File: config.mk
export PLATFORM = sky130hd
export DESIGN_NAME = aabe_top
export DESIGN_NICKNAME = d
export VERILOG_FILES = /design/src/pkg/aabe_pkg.sv /design/src/verilog/aabe_top.sv
export SDC_FILE = /design/constraint.sdc
export NUM_CORES = 2
export LEC_CHECK = 0
export BUFFER_PORTS_ARGS = -buffer_cell sky130_fd_sc_hd__buf_2
export CORE_UTILIZATION = 47
export DETAILED_ROUTE_END_ITERATION = 10
export GPL_TIMING_DRIVEN = 0
export PLACE_DENSITY_LB_ADDON = 0.12
export RECOVER_POWER = 25
export SLEW_MARGIN = 40
export SYNTH_ARGS = -nofsm -noshare
export SYNTH_HDL_FRONTEND = slang
export SYNTH_SLANG_ARGS = --single-unit
File: constraint.sdc
create_clock -name hclk -period 24.4 [get_ports hclk]
set_clock_uncertainty 0.1 [all_clocks]
set_input_delay 0 -clock hclk [delete_from_list [all_inputs] [get_ports hclk]]
set_output_delay 0 -clock hclk [all_outputs]
set_load 0.02 [all_outputs]
File: src/pkg/aabe_pkg.sv
// constants, op codes and state type for the alu and branch execution block
package aabe_pkg;

	// ----------------------------------------------------------------
	// register byte offsets on the ahb-lite bus
	// ----------------------------------------------------------------
	localparam logic [7:0] ADDR_CMD = 8'h00;
	localparam logic [7:0] ADDR_OFFSET = 8'h04;
	localparam logic [7:0] ADDR_PC = 8'h08;
	localparam logic [7:0] ADDR_SP = 8'h0C;
	localparam logic [7:0] ADDR_FLAGS = 8'h10;
	localparam logic [7:0] ADDR_IO = 8'h14;
	localparam logic [7:0] ADDR_STATUS = 8'h18;
	localparam logic [7:0] ADDR_RET = 8'h1C;
	localparam int unsigned ADDR_RF_BIT = 7;

	// ----------------------------------------------------------------
	// command word fields
	// ----------------------------------------------------------------
	localparam int unsigned CMD_WIDTH = 25;
	localparam int unsigned CMD_OP_LSB = 0;
	localparam int unsigned CMD_DST_LSB = 6;
	localparam int unsigned CMD_SRC_LSB = 11;
	localparam int unsigned CMD_K_LSB = 16;
	localparam int unsigned CMD_TWO_WORD_BIT = 24;

	// ----------------------------------------------------------------
	// status word fields
	// ----------------------------------------------------------------
	localparam int unsigned STAT_BUSY_BIT = 0;
	localparam int unsigned STAT_JUMP_BIT = 1;
	localparam int unsigned STAT_BAD_BIT = 2;
	localparam int unsigned STAT_CYC_LSB = 4;

	// ----------------------------------------------------------------
	// flag register bit positions
	// ----------------------------------------------------------------
	localparam int unsigned FLAG_C = 0;
	localparam int unsigned FLAG_Z = 1;
	localparam int unsigned FLAG_N = 2;
	localparam int unsigned FLAG_V = 3;
	localparam int unsigned FLAG_S = 4;
	localparam int unsigned FLAG_H = 5;

	// ----------------------------------------------------------------
	// reset values, steps and fixed register indices
	// ----------------------------------------------------------------
	localparam logic [15:0] PC_RESET = 16'h0000;
	localparam logic [15:0] SP_RESET = 16'h00FF;
	localparam logic [7:0] FLAGS_RESET = 8'h00;
	localparam logic [15:0] PC_STEP = 16'h0001;
	localparam logic [15:0] PC_SKIP_ONE = 16'h0002;
	localparam logic [15:0] PC_SKIP_TWO = 16'h0003;
	localparam logic [15:0] STACK_STEP = 16'h0002;
	localparam logic [4:0] IDX_PRODUCT = 5'h00;
	localparam logic [4:0] IDX_POINTER_Z = 5'h1E;
	localparam logic [2:0] SIZE_WORD = 3'h2;

	// ----------------------------------------------------------------
	// cycle counts
	// ----------------------------------------------------------------
	localparam logic [1:0] CYC_ONE = 2'h1;
	localparam logic [1:0] CYC_TWO = 2'h2;
	localparam logic [1:0] CYC_THREE = 2'h3;

	// ----------------------------------------------------------------
	// operation codes
	// ----------------------------------------------------------------
	localparam logic [5:0] OP_ADD = 6'h00;
	localparam logic [5:0] OP_ADD_CARRY = 6'h01;
	localparam logic [5:0] OP_WORD_ADD_IMMEDIATE = 6'h02;
	localparam logic [5:0] OP_SUB = 6'h03;
	localparam logic [5:0] OP_SUBTRACT_IMMEDIATE = 6'h04;
	localparam logic [5:0] OP_SUBTRACT_WITH_BORROW = 6'h05;
	localparam logic [5:0] OP_SUBTRACT_BORROW_IMMEDIATE = 6'h06;
	localparam logic [5:0] OP_WORD_SUBTRACT_IMMEDIATE = 6'h07;
	localparam logic [5:0] OP_AND = 6'h08;
	localparam logic [5:0] OP_AND_IMMEDIATE = 6'h09;
	localparam logic [5:0] OP_OR = 6'h0A;
	localparam logic [5:0] OP_OR_IMMEDIATE = 6'h0B;
	localparam logic [5:0] OP_EXCLUSIVE_OR_REGS = 6'h0C;
	localparam logic [5:0] OP_BITWISE_INVERT = 6'h0D;
	localparam logic [5:0] OP_SIGN_FLIP = 6'h0E;
	localparam logic [5:0] OP_SET_BITS_MASK = 6'h0F;
	localparam logic [5:0] OP_CLEAR_BITS_MASK = 6'h10;
	localparam logic [5:0] OP_TEST_ZERO_MINUS = 6'h11;
	localparam logic [5:0] OP_ZERO_REGISTER = 6'h12;
	localparam logic [5:0] OP_ALL_ONES_REGISTER = 6'h13;
	localparam logic [5:0] OP_UNSIGNED_PRODUCT = 6'h14;
	localparam logic [5:0] OP_SIGNED_PRODUCT = 6'h15;
	localparam logic [5:0] OP_MIXED_SIGN_PRODUCT = 6'h16;
	localparam logic [5:0] OP_FRACTION_PRODUCT_UNSIGNED = 6'h17;
	localparam logic [5:0] OP_FRACTION_PRODUCT_SIGNED = 6'h18;
	localparam logic [5:0] OP_FRACTION_PRODUCT_MIXED = 6'h19;
	localparam logic [5:0] OP_RELATIVE_JUMP = 6'h1A;
	localparam logic [5:0] OP_INDIRECT_JUMP = 6'h1B;
	localparam logic [5:0] OP_RELATIVE_CALL = 6'h1C;
	localparam logic [5:0] OP_INDIRECT_CALL = 6'h1D;
	localparam logic [5:0] OP_COMPARE_SKIP_EQUAL = 6'h1E;
	localparam logic [5:0] OP_COMPARE = 6'h1F;
	localparam logic [5:0] OP_COMPARE_WITH_CARRY = 6'h20;
	localparam logic [5:0] OP_COMPARE_IMMEDIATE = 6'h21;
	localparam logic [5:0] OP_SKIP_REG_BIT_CLEAR = 6'h22;
	localparam logic [5:0] OP_SKIP_REG_BIT_SET = 6'h23;
	localparam logic [5:0] OP_SKIP_IO_BIT_CLEAR = 6'h24;
	localparam logic [5:0] OP_SKIP_IO_BIT_SET = 6'h25;
	localparam logic [5:0] OP_BRANCH_FLAG_SET = 6'h26;

	typedef enum logic [1:0] {AABE_ST_IDLE, AABE_ST_EXEC, AABE_ST_HOLD} aabe_state_t;

endpackage : aabe_pkg

File: src/verilog/aabe_top.sv
// alu, multiply, jump, call and skip execution unit behind an ahb-lite slave
//
// Added by the designer: the placing of the registers and register access over AHB-Lite.
`timescale 1ns/1ps

module aabe_top (
	input wire logic hclk,
	input wire logic hresetn,
	input wire logic hsel,
	input wire logic [31:0] haddr,
	input wire logic [1:0] htrans,
	input wire logic hwrite,
	input wire logic [2:0] hsize,
	input wire logic [31:0] hwdata,
	input wire logic hready,
	output logic [31:0] hrdata,
	output logic hreadyout,
	output logic hresp
);

	// ----------------------------------------------------------------
	// state
	// ----------------------------------------------------------------
	logic [7:0] rf_r [0:31];
	logic [aabe_pkg::CMD_WIDTH-1:0] cmd_r, cmd_nxt;
	logic [15:0] off_r, off_nxt;
	logic [15:0] pc_r, pc_nxt;
	logic [15:0] sp_r, sp_nxt;
	logic [15:0] ret_r, ret_nxt;
	logic [7:0] flags_r, flags_nxt;
	logic [7:0] io_r, io_nxt;
	logic jump_r, jump_nxt;
	logic bad_r, bad_nxt;
	logic [1:0] cyc_r, cyc_nxt;
	logic [1:0] cnt_r, cnt_nxt;
	aabe_pkg::aabe_state_t state_r, state_nxt;
	logic wr_r, wr_nxt;
	logic [7:0] addr_r, addr_nxt;
	logic [31:0] hrdata_r, hrdata_nxt;
	logic hreadyout_r;
	logic hresp_r;

	// register file write ports: lane a (bus, single-byte result or low byte), lane b (high byte)
	logic we_a, we_b;
	logic [4:0] idx_a, idx_b;
	logic [7:0] dat_a, dat_b;

	// ----------------------------------------------------------------
	// command decode and operands
	// ----------------------------------------------------------------
	logic [5:0] op;
	logic [4:0] dst, src, lo_idx, hi_idx;
	logic [7:0] k, a_val, b_val, r_val;
	logic two_word, imm_sel, carry_sel, chain_z, cin;
	logic [8:0] sum9, dif9;
	logic [15:0] word_val, word_sum, word_dif, prod16, frac16;
	logic signed [8:0] ma, mb;
	logic signed [17:0] prod;
	logic sa, sb;

	assign op = cmd_r[aabe_pkg::CMD_OP_LSB +: 6];
	assign dst = cmd_r[aabe_pkg::CMD_DST_LSB +: 5];
	assign src = cmd_r[aabe_pkg::CMD_SRC_LSB +: 5];
	assign k = cmd_r[aabe_pkg::CMD_K_LSB +: 8];
	assign two_word = cmd_r[aabe_pkg::CMD_TWO_WORD_BIT];
	assign lo_idx = {dst[4:1], 1'h0};
	assign hi_idx = {dst[4:1], 1'h1};
	assign a_val = rf_r[dst];
	assign imm_sel = (op == aabe_pkg::OP_SUBTRACT_IMMEDIATE) || (op == aabe_pkg::OP_SUBTRACT_BORROW_IMMEDIATE)
		|| (op == aabe_pkg::OP_AND_IMMEDIATE) || (op == aabe_pkg::OP_OR_IMMEDIATE)
		|| (op == aabe_pkg::OP_SET_BITS_MASK) || (op == aabe_pkg::OP_COMPARE_IMMEDIATE);
	assign chain_z = (op == aabe_pkg::OP_SUBTRACT_WITH_BORROW) || (op == aabe_pkg::OP_SUBTRACT_BORROW_IMMEDIATE)
		|| (op == aabe_pkg::OP_COMPARE_WITH_CARRY);
	assign carry_sel = chain_z || (op == aabe_pkg::OP_ADD_CARRY);
	assign b_val = imm_sel ? k : rf_r[src];
	assign cin = carry_sel & flags_r[aabe_pkg::FLAG_C];
	assign sum9 = {1'h0, a_val} + {1'h0, b_val} + {8'h00, cin};
	assign dif9 = {1'h0, a_val} - {1'h0, b_val} - {8'h00, cin};
	assign word_val = {rf_r[hi_idx], rf_r[lo_idx]};
	assign word_sum = word_val + {10'h000, k[5:0]};
	assign word_dif = word_val - {10'h000, k[5:0]};
	assign sa = (op == aabe_pkg::OP_SIGNED_PRODUCT) || (op == aabe_pkg::OP_MIXED_SIGN_PRODUCT)
		|| (op == aabe_pkg::OP_FRACTION_PRODUCT_SIGNED) || (op == aabe_pkg::OP_FRACTION_PRODUCT_MIXED);
	assign sb = (op == aabe_pkg::OP_SIGNED_PRODUCT) || (op == aabe_pkg::OP_FRACTION_PRODUCT_SIGNED);
	assign ma = {sa & a_val[7], a_val};
	assign mb = {sb & b_val[7], b_val};
	assign prod = ma * mb;
	assign prod16 = prod[15:0];
	assign frac16 = {prod16[14:0], 1'h0};

	// ----------------------------------------------------------------
	// flag helpers
	// ----------------------------------------------------------------
	function automatic logic [7:0] add_fl(input logic [7:0] x, input logic [7:0] y, input logic [7:0] r,
		input logic [7:0] f);
		logic [7:0] o;
		o = f;
		o[aabe_pkg::FLAG_H] = (x[3] & y[3]) | (y[3] & ~r[3]) | (~r[3] & x[3]);
		o[aabe_pkg::FLAG_V] = (x[7] & y[7] & ~r[7]) | (~x[7] & ~y[7] & r[7]);
		o[aabe_pkg::FLAG_C] = (x[7] & y[7]) | (y[7] & ~r[7]) | (~r[7] & x[7]);
		o[aabe_pkg::FLAG_N] = r[7];
		o[aabe_pkg::FLAG_Z] = (r == 8'h00);
		return o;
	endfunction : add_fl

	// with carry-in the zero flag only stays set, so multi-byte compares chain
	function automatic logic [7:0] sub_fl(input logic [7:0] x, input logic [7:0] y, input logic [7:0] r,
		input logic [7:0] f, input logic chain);
		logic [7:0] o;
		o = f;
		o[aabe_pkg::FLAG_H] = (~x[3] & y[3]) | (y[3] & r[3]) | (r[3] & ~x[3]);
		o[aabe_pkg::FLAG_V] = (x[7] & ~y[7] & ~r[7]) | (~x[7] & y[7] & r[7]);
		o[aabe_pkg::FLAG_C] = (~x[7] & y[7]) | (y[7] & r[7]) | (r[7] & ~x[7]);
		o[aabe_pkg::FLAG_N] = r[7];
		o[aabe_pkg::FLAG_Z] = (r == 8'h00) & (~chain | f[aabe_pkg::FLAG_Z]);
		return o;
	endfunction : sub_fl

	function automatic logic [7:0] logic_fl(input logic [7:0] r, input logic [7:0] f);
		logic [7:0] o;
		o = f;
		o[aabe_pkg::FLAG_V] = 1'h0;
		o[aabe_pkg::FLAG_N] = r[7];
		o[aabe_pkg::FLAG_Z] = (r == 8'h00);
		return o;
	endfunction : logic_fl

	// ----------------------------------------------------------------
	// execution results
	// ----------------------------------------------------------------
	logic x_wr, x_pair, x_push, x_jump, x_bad, skip_hit;
	logic [7:0] x_res, x_fl;
	logic [4:0] x_pair_lo;
	logic [15:0] x_pair_val, x_pc;
	logic [1:0] x_cyc;

	always_comb begin : exec_calc
		x_wr = 1'h0;
		x_res = a_val;
		x_pair = 1'h0;
		x_pair_lo = lo_idx;
		x_pair_val = 16'h0000;
		x_fl = flags_r;
		x_pc = pc_r + aabe_pkg::PC_STEP;
		x_cyc = aabe_pkg::CYC_ONE;
		x_push = 1'h0;
		x_jump = 1'h0;
		x_bad = 1'h0;
		skip_hit = 1'h0;
		r_val = 8'h00;
		case (op)
			aabe_pkg::OP_ADD, aabe_pkg::OP_ADD_CARRY: begin
				x_wr = 1'h1;
				x_res = sum9[7:0];
				x_fl = add_fl(a_val, b_val, sum9[7:0], flags_r);
			end
			aabe_pkg::OP_SUB, aabe_pkg::OP_SUBTRACT_IMMEDIATE, aabe_pkg::OP_SUBTRACT_WITH_BORROW,
			aabe_pkg::OP_SUBTRACT_BORROW_IMMEDIATE: begin
				x_wr = 1'h1;
				x_res = dif9[7:0];
				x_fl = sub_fl(a_val, b_val, dif9[7:0], flags_r, chain_z);
			end
			aabe_pkg::OP_WORD_ADD_IMMEDIATE, aabe_pkg::OP_WORD_SUBTRACT_IMMEDIATE: begin
				x_pair = 1'h1;
				x_cyc = aabe_pkg::CYC_TWO;
				x_pair_val = (op == aabe_pkg::OP_WORD_ADD_IMMEDIATE) ? word_sum : word_dif;
				x_fl[aabe_pkg::FLAG_N] = x_pair_val[15];
				x_fl[aabe_pkg::FLAG_Z] = (x_pair_val == 16'h0000);
				if (op == aabe_pkg::OP_WORD_ADD_IMMEDIATE) begin
					x_fl[aabe_pkg::FLAG_V] = ~word_val[15] & x_pair_val[15];
					x_fl[aabe_pkg::FLAG_C] = word_val[15] & ~x_pair_val[15];
				end else begin
					x_fl[aabe_pkg::FLAG_V] = word_val[15] & ~x_pair_val[15];
					x_fl[aabe_pkg::FLAG_C] = ~word_val[15] & x_pair_val[15];
				end
				x_fl[aabe_pkg::FLAG_S] = x_fl[aabe_pkg::FLAG_N] ^ x_fl[aabe_pkg::FLAG_V];
			end
			aabe_pkg::OP_AND, aabe_pkg::OP_AND_IMMEDIATE, aabe_pkg::OP_TEST_ZERO_MINUS: begin
				r_val = a_val & ((op == aabe_pkg::OP_TEST_ZERO_MINUS) ? a_val : b_val);
				x_wr = (op != aabe_pkg::OP_TEST_ZERO_MINUS);
				x_res = r_val;
				x_fl = logic_fl(r_val, flags_r);
			end
			aabe_pkg::OP_OR, aabe_pkg::OP_OR_IMMEDIATE, aabe_pkg::OP_SET_BITS_MASK: begin
				r_val = a_val | b_val;
				x_wr = 1'h1;
				x_res = r_val;
				x_fl = logic_fl(r_val, flags_r);
			end
			aabe_pkg::OP_CLEAR_BITS_MASK: begin
				r_val = a_val & (8'hFF - k);
				x_wr = 1'h1;
				x_res = r_val;
				x_fl = logic_fl(r_val, flags_r);
			end
			aabe_pkg::OP_EXCLUSIVE_OR_REGS, aabe_pkg::OP_ZERO_REGISTER: begin
				r_val = a_val ^ ((op == aabe_pkg::OP_ZERO_REGISTER) ? a_val : b_val);
				x_wr = 1'h1;
				x_res = r_val;
				x_fl = logic_fl(r_val, flags_r);
			end
			aabe_pkg::OP_ALL_ONES_REGISTER: begin
				x_wr = 1'h1;
				x_res = 8'hFF;
			end
			aabe_pkg::OP_BITWISE_INVERT: begin
				r_val = 8'hFF - a_val;
				x_wr = 1'h1;
				x_res = r_val;
				x_fl = logic_fl(r_val, flags_r);
				x_fl[aabe_pkg::FLAG_C] = 1'h1;
			end
			aabe_pkg::OP_SIGN_FLIP: begin
				r_val = 8'h00 - a_val;
				x_wr = 1'h1;
				x_res = r_val;
				x_fl = logic_fl(r_val, flags_r);
				x_fl[aabe_pkg::FLAG_C] = (r_val != 8'h00);
				x_fl[aabe_pkg::FLAG_V] = (r_val == 8'h80);
				x_fl[aabe_pkg::FLAG_H] = r_val[3] | a_val[3];
			end
			aabe_pkg::OP_UNSIGNED_PRODUCT, aabe_pkg::OP_SIGNED_PRODUCT, aabe_pkg::OP_MIXED_SIGN_PRODUCT: begin
				x_pair = 1'h1;
				x_pair_lo = aabe_pkg::IDX_PRODUCT;
				x_pair_val = prod16;
				x_cyc = aabe_pkg::CYC_TWO;
				x_fl[aabe_pkg::FLAG_C] = prod16[15];
				x_fl[aabe_pkg::FLAG_Z] = (prod16 == 16'h0000);
			end
			aabe_pkg::OP_FRACTION_PRODUCT_UNSIGNED, aabe_pkg::OP_FRACTION_PRODUCT_SIGNED,
			aabe_pkg::OP_FRACTION_PRODUCT_MIXED: begin
				x_pair = 1'h1;
				x_pair_lo = aabe_pkg::IDX_PRODUCT;
				x_pair_val = frac16;
				x_cyc = aabe_pkg::CYC_TWO;
				x_fl[aabe_pkg::FLAG_C] = prod16[15];
				x_fl[aabe_pkg::FLAG_Z] = (frac16 == 16'h0000);
			end
			aabe_pkg::OP_RELATIVE_JUMP, aabe_pkg::OP_RELATIVE_CALL: begin
				x_pc = pc_r + off_r + aabe_pkg::PC_STEP;
				x_jump = 1'h1;
				x_push = (op == aabe_pkg::OP_RELATIVE_CALL);
				x_cyc = x_push ? aabe_pkg::CYC_THREE : aabe_pkg::CYC_TWO;
			end
			aabe_pkg::OP_INDIRECT_JUMP, aabe_pkg::OP_INDIRECT_CALL: begin
				x_pc = {rf_r[aabe_pkg::IDX_POINTER_Z + 5'h01], rf_r[aabe_pkg::IDX_POINTER_Z]};
				x_jump = 1'h1;
				x_push = (op == aabe_pkg::OP_INDIRECT_CALL);
				x_cyc = x_push ? aabe_pkg::CYC_THREE : aabe_pkg::CYC_TWO;
			end
			aabe_pkg::OP_COMPARE_SKIP_EQUAL: begin
				skip_hit = (a_val == b_val);
			end
			aabe_pkg::OP_COMPARE, aabe_pkg::OP_COMPARE_WITH_CARRY, aabe_pkg::OP_COMPARE_IMMEDIATE: begin
				x_fl = sub_fl(a_val, b_val, dif9[7:0], flags_r, chain_z);
			end
			aabe_pkg::OP_SKIP_REG_BIT_CLEAR, aabe_pkg::OP_SKIP_REG_BIT_SET: begin
				skip_hit = (a_val[k[2:0]] == (op == aabe_pkg::OP_SKIP_REG_BIT_SET));
			end
			aabe_pkg::OP_SKIP_IO_BIT_CLEAR, aabe_pkg::OP_SKIP_IO_BIT_SET: begin
				skip_hit = (io_r[k[2:0]] == (op == aabe_pkg::OP_SKIP_IO_BIT_SET));
			end
			aabe_pkg::OP_BRANCH_FLAG_SET: begin
				if (flags_r[k[2:0]]) begin
					x_pc = pc_r + off_r + aabe_pkg::PC_STEP;
					x_jump = 1'h1;
					x_cyc = aabe_pkg::CYC_TWO;
				end
			end
			default: begin
				x_bad = 1'h1;
			end
		endcase
		if (skip_hit) begin
			x_jump = 1'h1;
			x_pc = pc_r + (two_word ? aabe_pkg::PC_SKIP_TWO : aabe_pkg::PC_SKIP_ONE);
			x_cyc = two_word ? aabe_pkg::CYC_THREE : aabe_pkg::CYC_TWO;
		end
	end

	// ----------------------------------------------------------------
	// core state: command, operands, results and sequencing
	// ----------------------------------------------------------------
	always_comb begin : core_next
		cmd_nxt = cmd_r;
		off_nxt = off_r;
		pc_nxt = pc_r;
		sp_nxt = sp_r;
		ret_nxt = ret_r;
		flags_nxt = flags_r;
		io_nxt = io_r;
		jump_nxt = jump_r;
		bad_nxt = bad_r;
		cyc_nxt = cyc_r;
		cnt_nxt = cnt_r;
		state_nxt = state_r;
		we_a = 1'h0;
		we_b = 1'h0;
		idx_a = addr_r[6:2];
		idx_b = hi_idx;
		dat_a = hwdata[7:0];
		dat_b = 8'h00;
		unique case (state_r)
			aabe_pkg::AABE_ST_IDLE: begin
				// bus writes land only while idle
				if (wr_r) begin
					if (addr_r[aabe_pkg::ADDR_RF_BIT]) begin
						we_a = 1'h1;
					end else begin
						case (addr_r)
							aabe_pkg::ADDR_CMD: begin
								cmd_nxt = hwdata[aabe_pkg::CMD_WIDTH-1:0];
								state_nxt = aabe_pkg::AABE_ST_EXEC;
							end
							aabe_pkg::ADDR_OFFSET: off_nxt = hwdata[15:0];
							aabe_pkg::ADDR_PC: pc_nxt = hwdata[15:0];
							aabe_pkg::ADDR_SP: sp_nxt = hwdata[15:0];
							aabe_pkg::ADDR_FLAGS: flags_nxt = hwdata[7:0];
							aabe_pkg::ADDR_IO: io_nxt = hwdata[7:0];
							default: ;
						endcase
					end
				end
			end
			aabe_pkg::AABE_ST_EXEC: begin
				if (x_pair) begin
					we_a = 1'h1;
					idx_a = x_pair_lo;
					dat_a = x_pair_val[7:0];
					we_b = 1'h1;
					idx_b = x_pair_lo | 5'h01;
					dat_b = x_pair_val[15:8];
				end else if (x_wr) begin
					we_a = 1'h1;
					idx_a = dst;
					dat_a = x_res;
				end
				flags_nxt = x_fl;
				pc_nxt = x_pc;
				if (x_push) begin
					ret_nxt = pc_r + aabe_pkg::PC_STEP;
					sp_nxt = sp_r - aabe_pkg::STACK_STEP;
				end
				jump_nxt = x_jump;
				bad_nxt = x_bad;
				cyc_nxt = x_cyc;
				cnt_nxt = x_cyc - aabe_pkg::CYC_TWO;
				state_nxt = (x_cyc == aabe_pkg::CYC_ONE) ? aabe_pkg::AABE_ST_IDLE : aabe_pkg::AABE_ST_HOLD;
			end
			aabe_pkg::AABE_ST_HOLD: begin
				// multi-cycle operations keep the unit busy for their full count
				if (cnt_r == 2'h0) begin
					state_nxt = aabe_pkg::AABE_ST_IDLE;
				end else begin
					cnt_nxt = cnt_r - 2'h1;
				end
			end
		endcase
	end

	always_ff @(posedge hclk or negedge hresetn) begin
		if (!hresetn) begin
			cmd_r <= '0;
			off_r <= 16'h0000;
			pc_r <= aabe_pkg::PC_RESET;
			sp_r <= aabe_pkg::SP_RESET;
			ret_r <= 16'h0000;
			flags_r <= aabe_pkg::FLAGS_RESET;
			io_r <= 8'h00;
			jump_r <= 1'h0;
			bad_r <= 1'h0;
			cyc_r <= 2'h0;
			cnt_r <= 2'h0;
			state_r <= aabe_pkg::AABE_ST_IDLE;
			for (int i = 0; i < 32; i++) begin
				rf_r[i] <= 8'h00;
			end
		end else begin
			cmd_r <= cmd_nxt;
			off_r <= off_nxt;
			pc_r <= pc_nxt;
			sp_r <= sp_nxt;
			ret_r <= ret_nxt;
			flags_r <= flags_nxt;
			io_r <= io_nxt;
			jump_r <= jump_nxt;
			bad_r <= bad_nxt;
			cyc_r <= cyc_nxt;
			cnt_r <= cnt_nxt;
			state_r <= state_nxt;
			if (we_a) begin
				rf_r[idx_a] <= dat_a;
			end
			if (we_b) begin
				rf_r[idx_b] <= dat_b;
			end
		end
	end

	// ----------------------------------------------------------------
	// ahb-lite slave: zero wait state, read data registered at address phase
	// ----------------------------------------------------------------
	logic addr_phase;
	logic [31:0] status_word;

	assign addr_phase = hsel & htrans[1] & hready;

	always_comb begin : bus_next
		status_word = 32'h00000000;
		status_word[aabe_pkg::STAT_BUSY_BIT] = (state_r != aabe_pkg::AABE_ST_IDLE);
		status_word[aabe_pkg::STAT_JUMP_BIT] = jump_r;
		status_word[aabe_pkg::STAT_BAD_BIT] = bad_r;
		status_word[aabe_pkg::STAT_CYC_LSB +: 2] = cyc_r;
		wr_nxt = addr_phase & hwrite & (hsize == aabe_pkg::SIZE_WORD);
		addr_nxt = addr_phase ? haddr[7:0] : addr_r;
		hrdata_nxt = 32'h00000000;
		if (addr_phase && !hwrite) begin
			if (haddr[aabe_pkg::ADDR_RF_BIT]) begin
				hrdata_nxt = {24'h000000, rf_r[haddr[6:2]]};
			end else begin
				case (haddr[7:0])
					aabe_pkg::ADDR_CMD: hrdata_nxt = {7'h00, cmd_r};
					aabe_pkg::ADDR_OFFSET: hrdata_nxt = {16'h0000, off_r};
					aabe_pkg::ADDR_PC: hrdata_nxt = {16'h0000, pc_r};
					aabe_pkg::ADDR_SP: hrdata_nxt = {16'h0000, sp_r};
					aabe_pkg::ADDR_FLAGS: hrdata_nxt = {24'h000000, flags_r};
					aabe_pkg::ADDR_IO: hrdata_nxt = {24'h000000, io_r};
					aabe_pkg::ADDR_STATUS: hrdata_nxt = status_word;
					aabe_pkg::ADDR_RET: hrdata_nxt = {16'h0000, ret_r};
					default: hrdata_nxt = 32'h00000000;
				endcase
			end
		end
	end

	always_ff @(posedge hclk or negedge hresetn) begin
		if (!hresetn) begin
			wr_r <= 1'h0;
			addr_r <= 8'h00;
			hrdata_r <= 32'h00000000;
			hreadyout_r <= 1'h1;
			hresp_r <= 1'h0;
		end else begin
			wr_r <= wr_nxt;
			addr_r <= addr_nxt;
			hrdata_r <= hrdata_nxt;
			hreadyout_r <= 1'h1;
			hresp_r <= 1'h0;
		end
	end

	assign hrdata = hrdata_r;
	assign hreadyout = hreadyout_r;
	assign hresp = hresp_r;

endmodule : aabe_top

======== Word-level counts from Yosys, hierarchy flattened ========
Index checks and enable logic that the tools add are counted.
Widths: inputs -> output; s select.
word-level totals
  word-level logic and storage cells ...... 392
  input port bits ......................... 74
  output and inout bits ................... 34
  bits in registers ....................... 410
operators by class
  multiplexer cells ....................... 101
  magnitude comparators ................... 10
  add/sub/neg operators ................... 16
  eq/ne operators ......................... 81
  $mul .................................... 1
  reduce and logical (&&, ||, !) cells .... 68
  bitwise operators ....................... 63
operators with widths
  cell                   count
  $bwmux 256             2
  $mux 256               2
  $bmux 8 s5             5
  $pmux 25 s8            1
  $mux 8                 23
  $mux 16                10
  $eq 6x5->1 const B     16
  $pmux 16 s3            2
  $demux 8 s5            2
  $logic_not 8->1        10
  $pmux 8 s9             1
  $pmux 16 s2            2
  $mux 25                2
  $eq 6x4->1 const B     8
  $eq 8x5->1 const B     6
  $logic_not 16->1       3
  $eq 6x6->1 const B     7
  $ge 6x6->1 const B     7
  $not 5->6              7
  $reduce_or 39->1       1
  $add 16x1->16 const B  2
  $eq 8x4->1 const B     4
  $mux 5                 6
  $and 1x1->1            28
  other kinds (69)       183

======== Longest topological paths before layout ========
  depth in word-level cells ............... 17
  depth in mapped cells ................... 33
  gate-level depth less buffers ........... 29

======== Worst setup path before layout ========
No wires, ideal clock.
  kind .................................... reg-to-reg
  from .................................... register cmd_r[12] (netlist bit)
  to ...................................... register rf_r[119] (netlist bit)
  path buffers ............................ 5
  setup time .............................. 0.130 ns
  slack ................................... 16.766 ns
  data required time ...................... 24.170 ns
  stages on the path, launching flop included .. 31
  arrival time ............................ 7.404 ns
  period minus slack after synthesis ...... 7.634 ns
  cells stage by stage .................... dfrtp_1 -> buf_2 -> buf_2 -> buf_2 -> mux2_2 -> o311ai_0 -> a211oi_1 -> a31oi_1 -> a31oi_1 -> clkbuf_1 -> nand2_1 -> inv_1 -> fa_1 -> inv_1 -> fa_1 -> inv_1 -> fa_1 -> inv_1 -> fa_1 -> fa_1 -> inv_1 -> ha_1 -> a21oi_1 -> o21bai_1 -> a21oi_1 -> o21ai_0 -> a31oi_1 -> xnor2_1 -> a222oi_1 -> buf_6 -> a21oi_2
between the ends
  longest elaborated chain between the ends .. 15
  elaborated cells on any way between the ends .. 27
  those cells by class .................... add/sub: 4; mul: 1; mux: 17; bitwise: 5
RTL lines
  item                                          RTL line         source
  start: declaration                            aabe_top.sv:25   logic [aabe_pkg::CMD_WIDTH-1:0] cmd_r, cmd_nxt;
  start signal: assignment                      aabe_top.sv:379  cmd_r <= cmd_nxt;
  $not 5->6 (not written as such) *             aabe_top.sv:75   assign b_val = imm_sel ? k : rf_r[src];
  $bmux 8 s5 *                                  aabe_top.sv:75
  $mux 8 (not written as such) * (2 in series)  aabe_top.sv:75
  $mux 8 *                                      aabe_top.sv:75
  $sub 8x8->8 (tied with other cells)           aabe_top.sv:78   assign dif9 = {1'h0, a_val} - {1'h0, b_val} - {8'h00, cin};
  $sub 8x1->8 (tied with other cells)           aabe_top.sv:78
  $pmux 8 s9                                    aabe_top.sv:151  case (op)
  $mux 8                                        aabe_top.sv:333  end else if (x_wr) begin
  $mux 8                                        aabe_top.sv:326  if (x_pair) begin
  $mux 8                                        aabe_top.sv:303  unique case (state_r)
  $bwmux 256                                    aabe_top.sv:392  rf_r[idx_a] <= dat_a;
  $mux 256                                      aabe_top.sv:391  if (we_a) begin
  $bwmux 256                                    aabe_top.sv:395  rf_r[idx_b] <= dat_b;
  $mux 256 *                                    aabe_top.sv:394  if (we_b) begin
  end signal: indexed assignment                aabe_top.sv:392
  end signal: indexed assignment                aabe_top.sv:395
  end: declaration                              aabe_top.sv:24   logic [7:0] rf_r [0:31];
Every way passes the cells marked *; elsewhere a longest branch is shown, timed or not. The select of a mux whose other input is x is not followed.
A chain may end at the register's enable or synchronous reset.

======== Worst setup path in the final report ========
  from .................................... register cmd_r[13] (netlist bit)
  to ...................................... register rf_r[167] (netlist bit)
Same word-level chain as after synthesis.

==> flow_metrics.env <==
export IMPL_post_cts_setup_buffer_count=0
export IMPL_ys_ff_latch=403
export IMPL_criticalPathCategory="reg2reg"
export IMPL_postSynthAreaPerCell_um2=10.2
export IMPL_floorplan_initialDensity_pct=47.7
export IMPL_report_power_total_mw=4.69
export IMPL_vias=31800
export IMPL_worst_hold_path_type="in2reg"
export IMPL_synth_edf_count=0
export IMPL_firstDrtPassIters=9
export IMPL_finalSetupViolations=0
export IMPL_post_synthesis_instance_total=3282
export IMPL_max_stage_delay_ns=0.72
export IMPL_cts_buffer_depth=3
export IMPL_hold_path_startpoint="hwdata[21]"
export IMPL_drt_iter0_markers=4633
export IMPL_multi_input_combinational_cell_area_mm2=0.0222
export IMPL_grt_setup_unrepaired="no"
export IMPL_num_fill_cells=6189
export IMPL_cts_root_buffer_cell="sky130_fd_sc_hd__clkbuf_16"
export IMPL_period_share_pct=43.4
export IMPL_grt_overflow_total=0
export IMPL_ir_worst_vdd_mv=0.109
export IMPL_max_clock_freq_ghz=0.0944
export IMPL_endpoint_kind="flip-flop"
export IMPL_design_die_area_mm2=0.0724
export IMPL_register_area_mm2=0.0101
export IMPL_path_clk_slew_ns=0.06
export IMPL_viasPerCell=7.14
export IMPL_setup_tns_ns=0
export IMPL_nets=3725
export IMPL_vias_in_the_first_global_route=30700
export IMPL_fp_row_count=97
export IMPL_grt_pass1_wl_mm=233
export IMPL_crit_path_start="cmd_r[13]"
export IMPL_syn2layout_area_growth_pct=13.8
export IMPL_placeableCoreArea_mm2=0.0703
export IMPL_grt_usage_pct=46.0
export IMPL_place_port_buffers=62
export IMPL_maximum_fanout_along_the_worst_path=11
export IMPL_power_density_mw_per_mm2=123
export IMPL_outcome="complete, but fails checks"
export IMPL_rr_startpoint="cmd_r[13]"
export IMPL_die_width_um=269
export IMPL_h_tree_depth=2
export IMPL_dieHeight_um=269
export IMPL_critical_path_required_ns=24.78
export IMPL_finalWorstSetupSlack_ns=13.81
export IMPL_seq_area_frac_synth_pct=30.1
export IMPL_drtAntennaViolNets=0
export IMPL_num_io_pins=108
export IMPL_crit_slowest_cell="sky130_fd_sc_hd__a222oi_1"
export IMPL_clkSinkCount=403
export IMPL_ys_dominant_reg_cell="sky130_fd_sc_hd__dfrtp_1"
export IMPL_synth_async_sr_flop_share_pct=100
export IMPL_critPathArrivalTime_ns=10.97
export IMPL_worst_hold_slack_ns=0.0425
export IMPL_globalplace_congestion=1.07
export IMPL_cp_start_kind="flip-flop"
export IMPL_cts_tree="yes"
export IMPL_antenna_found_initial=10
export IMPL_cap_violations=6
export IMPL_drcViolationCount=0
export IMPL_maxSlewViolCount=357
export IMPL_finalCoreUtilization_pct=54.3
export IMPL_largest_net_degree_at_the_start_of_global_routing=76
export IMPL_latest_clock_arrival_within_the_worst_skew_pair_ns=0.64
export IMPL_violations="max-capacitance violations, max-slew violations"
export IMPL_total_length_of_routed_wires_mm=167
export IMPL_routedWlPerCell_um=37.4
export IMPL_leakage_nw=16.3
export IMPL_report_final_hold_viol_count=0
export IMPL_dp_final_hpwl_mm=127
export IMPL_max_slew_worst_pin_slew_ns=4.21
export IMPL_netlist_cell_type_count=88
export IMPL_drive_gt1_share_pct=23.6
export IMPL_cts_inserted_buffers=49
export IMPL_max_slew_margin_rel_pct=-181
export IMPL_period_needed_ns=10.59
export IMPL_ys_warn_count=0
export IMPL_syn_cell_area_mm2=0.0335
export IMPL_place_ws_ns=14.26
==> per-stage QoR <==
stage,std cells,area [um^2]
after floorplan,3289,33500
after global placement,4291,35000
after detailed placement,4327,36000
after CTS,4454,38200
after global routing,4456,38100
final,4458,38100
==> power breakdown <==
part	switching, mW	internal [mW]
Sequential	0.325	0.885
Combinational	1.57	1.03
Clock	0.335	0.544
==> cell type report <==
| class | instances | share of cell area [%] |
|---|---|---|
| clock inverters | 27 | 1.41 |
| inverters | 140 | 1.38 |
| flip-flops and latches | 403 | 26.5 |
| well taps | 940 | 3.08 |
| plain buffers | 238 | 2.86 |
| multi-input cells | 2508 | 58.2 |
| diodes | 4 | 0.0263 |
| clock buffers | 64 | 3.58 |
| repair buffers | 134 | 3.01 |
==> synth_stat cells, types with 21 or more instances <==
cell | n | share of area, %
sky130_fd_sc_hd__a211oi_1 | 22 | 0.49
sky130_fd_sc_hd__a21o_1 | 31 | 0.69
sky130_fd_sc_hd__a21oi_1 | 139 | 2.1
sky130_fd_sc_hd__a221oi_1 | 24 | 0.63
sky130_fd_sc_hd__a22oi_1 | 44 | 0.99
sky130_fd_sc_hd__a31oi_1 | 33 | 0.62
sky130_fd_sc_hd__and3_1 | 27 | 0.50
sky130_fd_sc_hd__buf_1 | 28 | 0.31
sky130_fd_sc_hd__buf_2 | 40 | 0.60
sky130_fd_sc_hd__clkbuf_1 | 149 | 1.7
sky130_fd_sc_hd__dfrtp_1 | 395 | 29
sky130_fd_sc_hd__fa_1 | 71 | 4.2
sky130_fd_sc_hd__ha_1 | 106 | 4.0
sky130_fd_sc_hd__inv_1 | 131 | 1.5
sky130_fd_sc_hd__mux2_2 | 234 | 7.9
sky130_fd_sc_hd__mux2i_1 | 241 | 7.2
sky130_fd_sc_hd__mux4_2 | 209 | 14
sky130_fd_sc_hd__nand2_1 | 295 | 3.3
sky130_fd_sc_hd__nand2b_1 | 35 | 0.65
sky130_fd_sc_hd__nand3_1 | 53 | 0.79
sky130_fd_sc_hd__nor2_1 | 226 | 2.5
sky130_fd_sc_hd__nor2b_1 | 35 | 0.65
sky130_fd_sc_hd__nor3_1 | 55 | 0.82
sky130_fd_sc_hd__nor4_1 | 21 | 0.39
sky130_fd_sc_hd__o21ai_0 | 117 | 1.7
sky130_fd_sc_hd__o21ai_1 | 66 | 0.99
sky130_fd_sc_hd__o22ai_1 | 47 | 0.88
sky130_fd_sc_hd__xnor2_1 | 53 | 1.4
sky130_fd_sc_hd__xor2_1 | 33 | 0.86
==> final timing paths <==
path | to | slack [ns] | cells after the start
setup / recovery | rf_r[167] | 13.81 | 32
hold / removal | cmd_r[21] | 0.04 | 3
setup reg to reg | rf_r[167] | 13.81 | 32
hold reg to reg | cnt_r[0] | 0.37 | 1
max in group asynchronous | asynchronous set/reset pin | 19.35 | 4
min in group asynchronous | hrdata[18] | 1.38 | 4
==> timing repair <==
action                     CTS  global route
hold buffers                36             0
resized for setup            0             0
hold endpoints to repair   502             0
setup endpoints to repair    0             0
==> cell families after synthesis <==
kind of cell / share of synthesized area [%]
flip-flops: 30.1
adder cells (fa/ha/maj): 8.20
XOR/XNOR: 2.25
AND/OR/NAND/NOR: 12.0
other: 0.0224
AO/OA/AOI/OAI: 13.5
buffers and inverters: 4.66
multiplexers: 29.3
==> critical path, delay by kind of cell (launching register included) <==
| family | cells | cell delay [ns] |
|---|---|---|
| buffers and inverters | 12 | 3.41 |
| xor gates and xnor gates | 1 | 0.27 |
| adders and majority gates | 6 | 2.91 |
| and+or+nand+nor | 3 | 0.63 |
| muxes | 2 | 0.64 |
| AOI/OAI and AO/OA | 8 | 2.07 |
| DFF | 1 | 0.34 |
==> cell usage in the layout (no fill, tap or decap), types with 50 or more instances in the layout <==
cell type / count
sky130_fd_sc_hd__mux2_2: 234
sky130_fd_sc_hd__dfrtp_1: 395
sky130_fd_sc_hd__xnor2_1: 53
sky130_fd_sc_hd__nand3_1: 53
sky130_fd_sc_hd__o21ai_0: 115
sky130_fd_sc_hd__ha_1: 106
sky130_fd_sc_hd__nand2_1: 290
sky130_fd_sc_hd__nor2_1: 203
sky130_fd_sc_hd__mux4_2: 209
sky130_fd_sc_hd__buf_2: 121
sky130_fd_sc_hd__a21oi_1: 134
sky130_fd_sc_hd__clkbuf_1: 135
sky130_fd_sc_hd__mux2i_1: 241
sky130_fd_sc_hd__o21ai_1: 66
sky130_fd_sc_hd__inv_1: 131
sky130_fd_sc_hd__clkbuf_16: 50
sky130_fd_sc_hd__fa_1: 71
==> metal layers <==
layer | GRT usage [%] | vias to the layer above | part of all wire [%]
met3 | 14.2 | 665 | 13
li1 | - | 12600 | -
met5 | 0 | - | 0.028
met1 | 58.6 | 15900 | 37
met4 | 32.2 | 8 | 8.6
met2 | 66.7 | 2599 | 42
No activity file was read; power rests on OpenSTA's default activity.
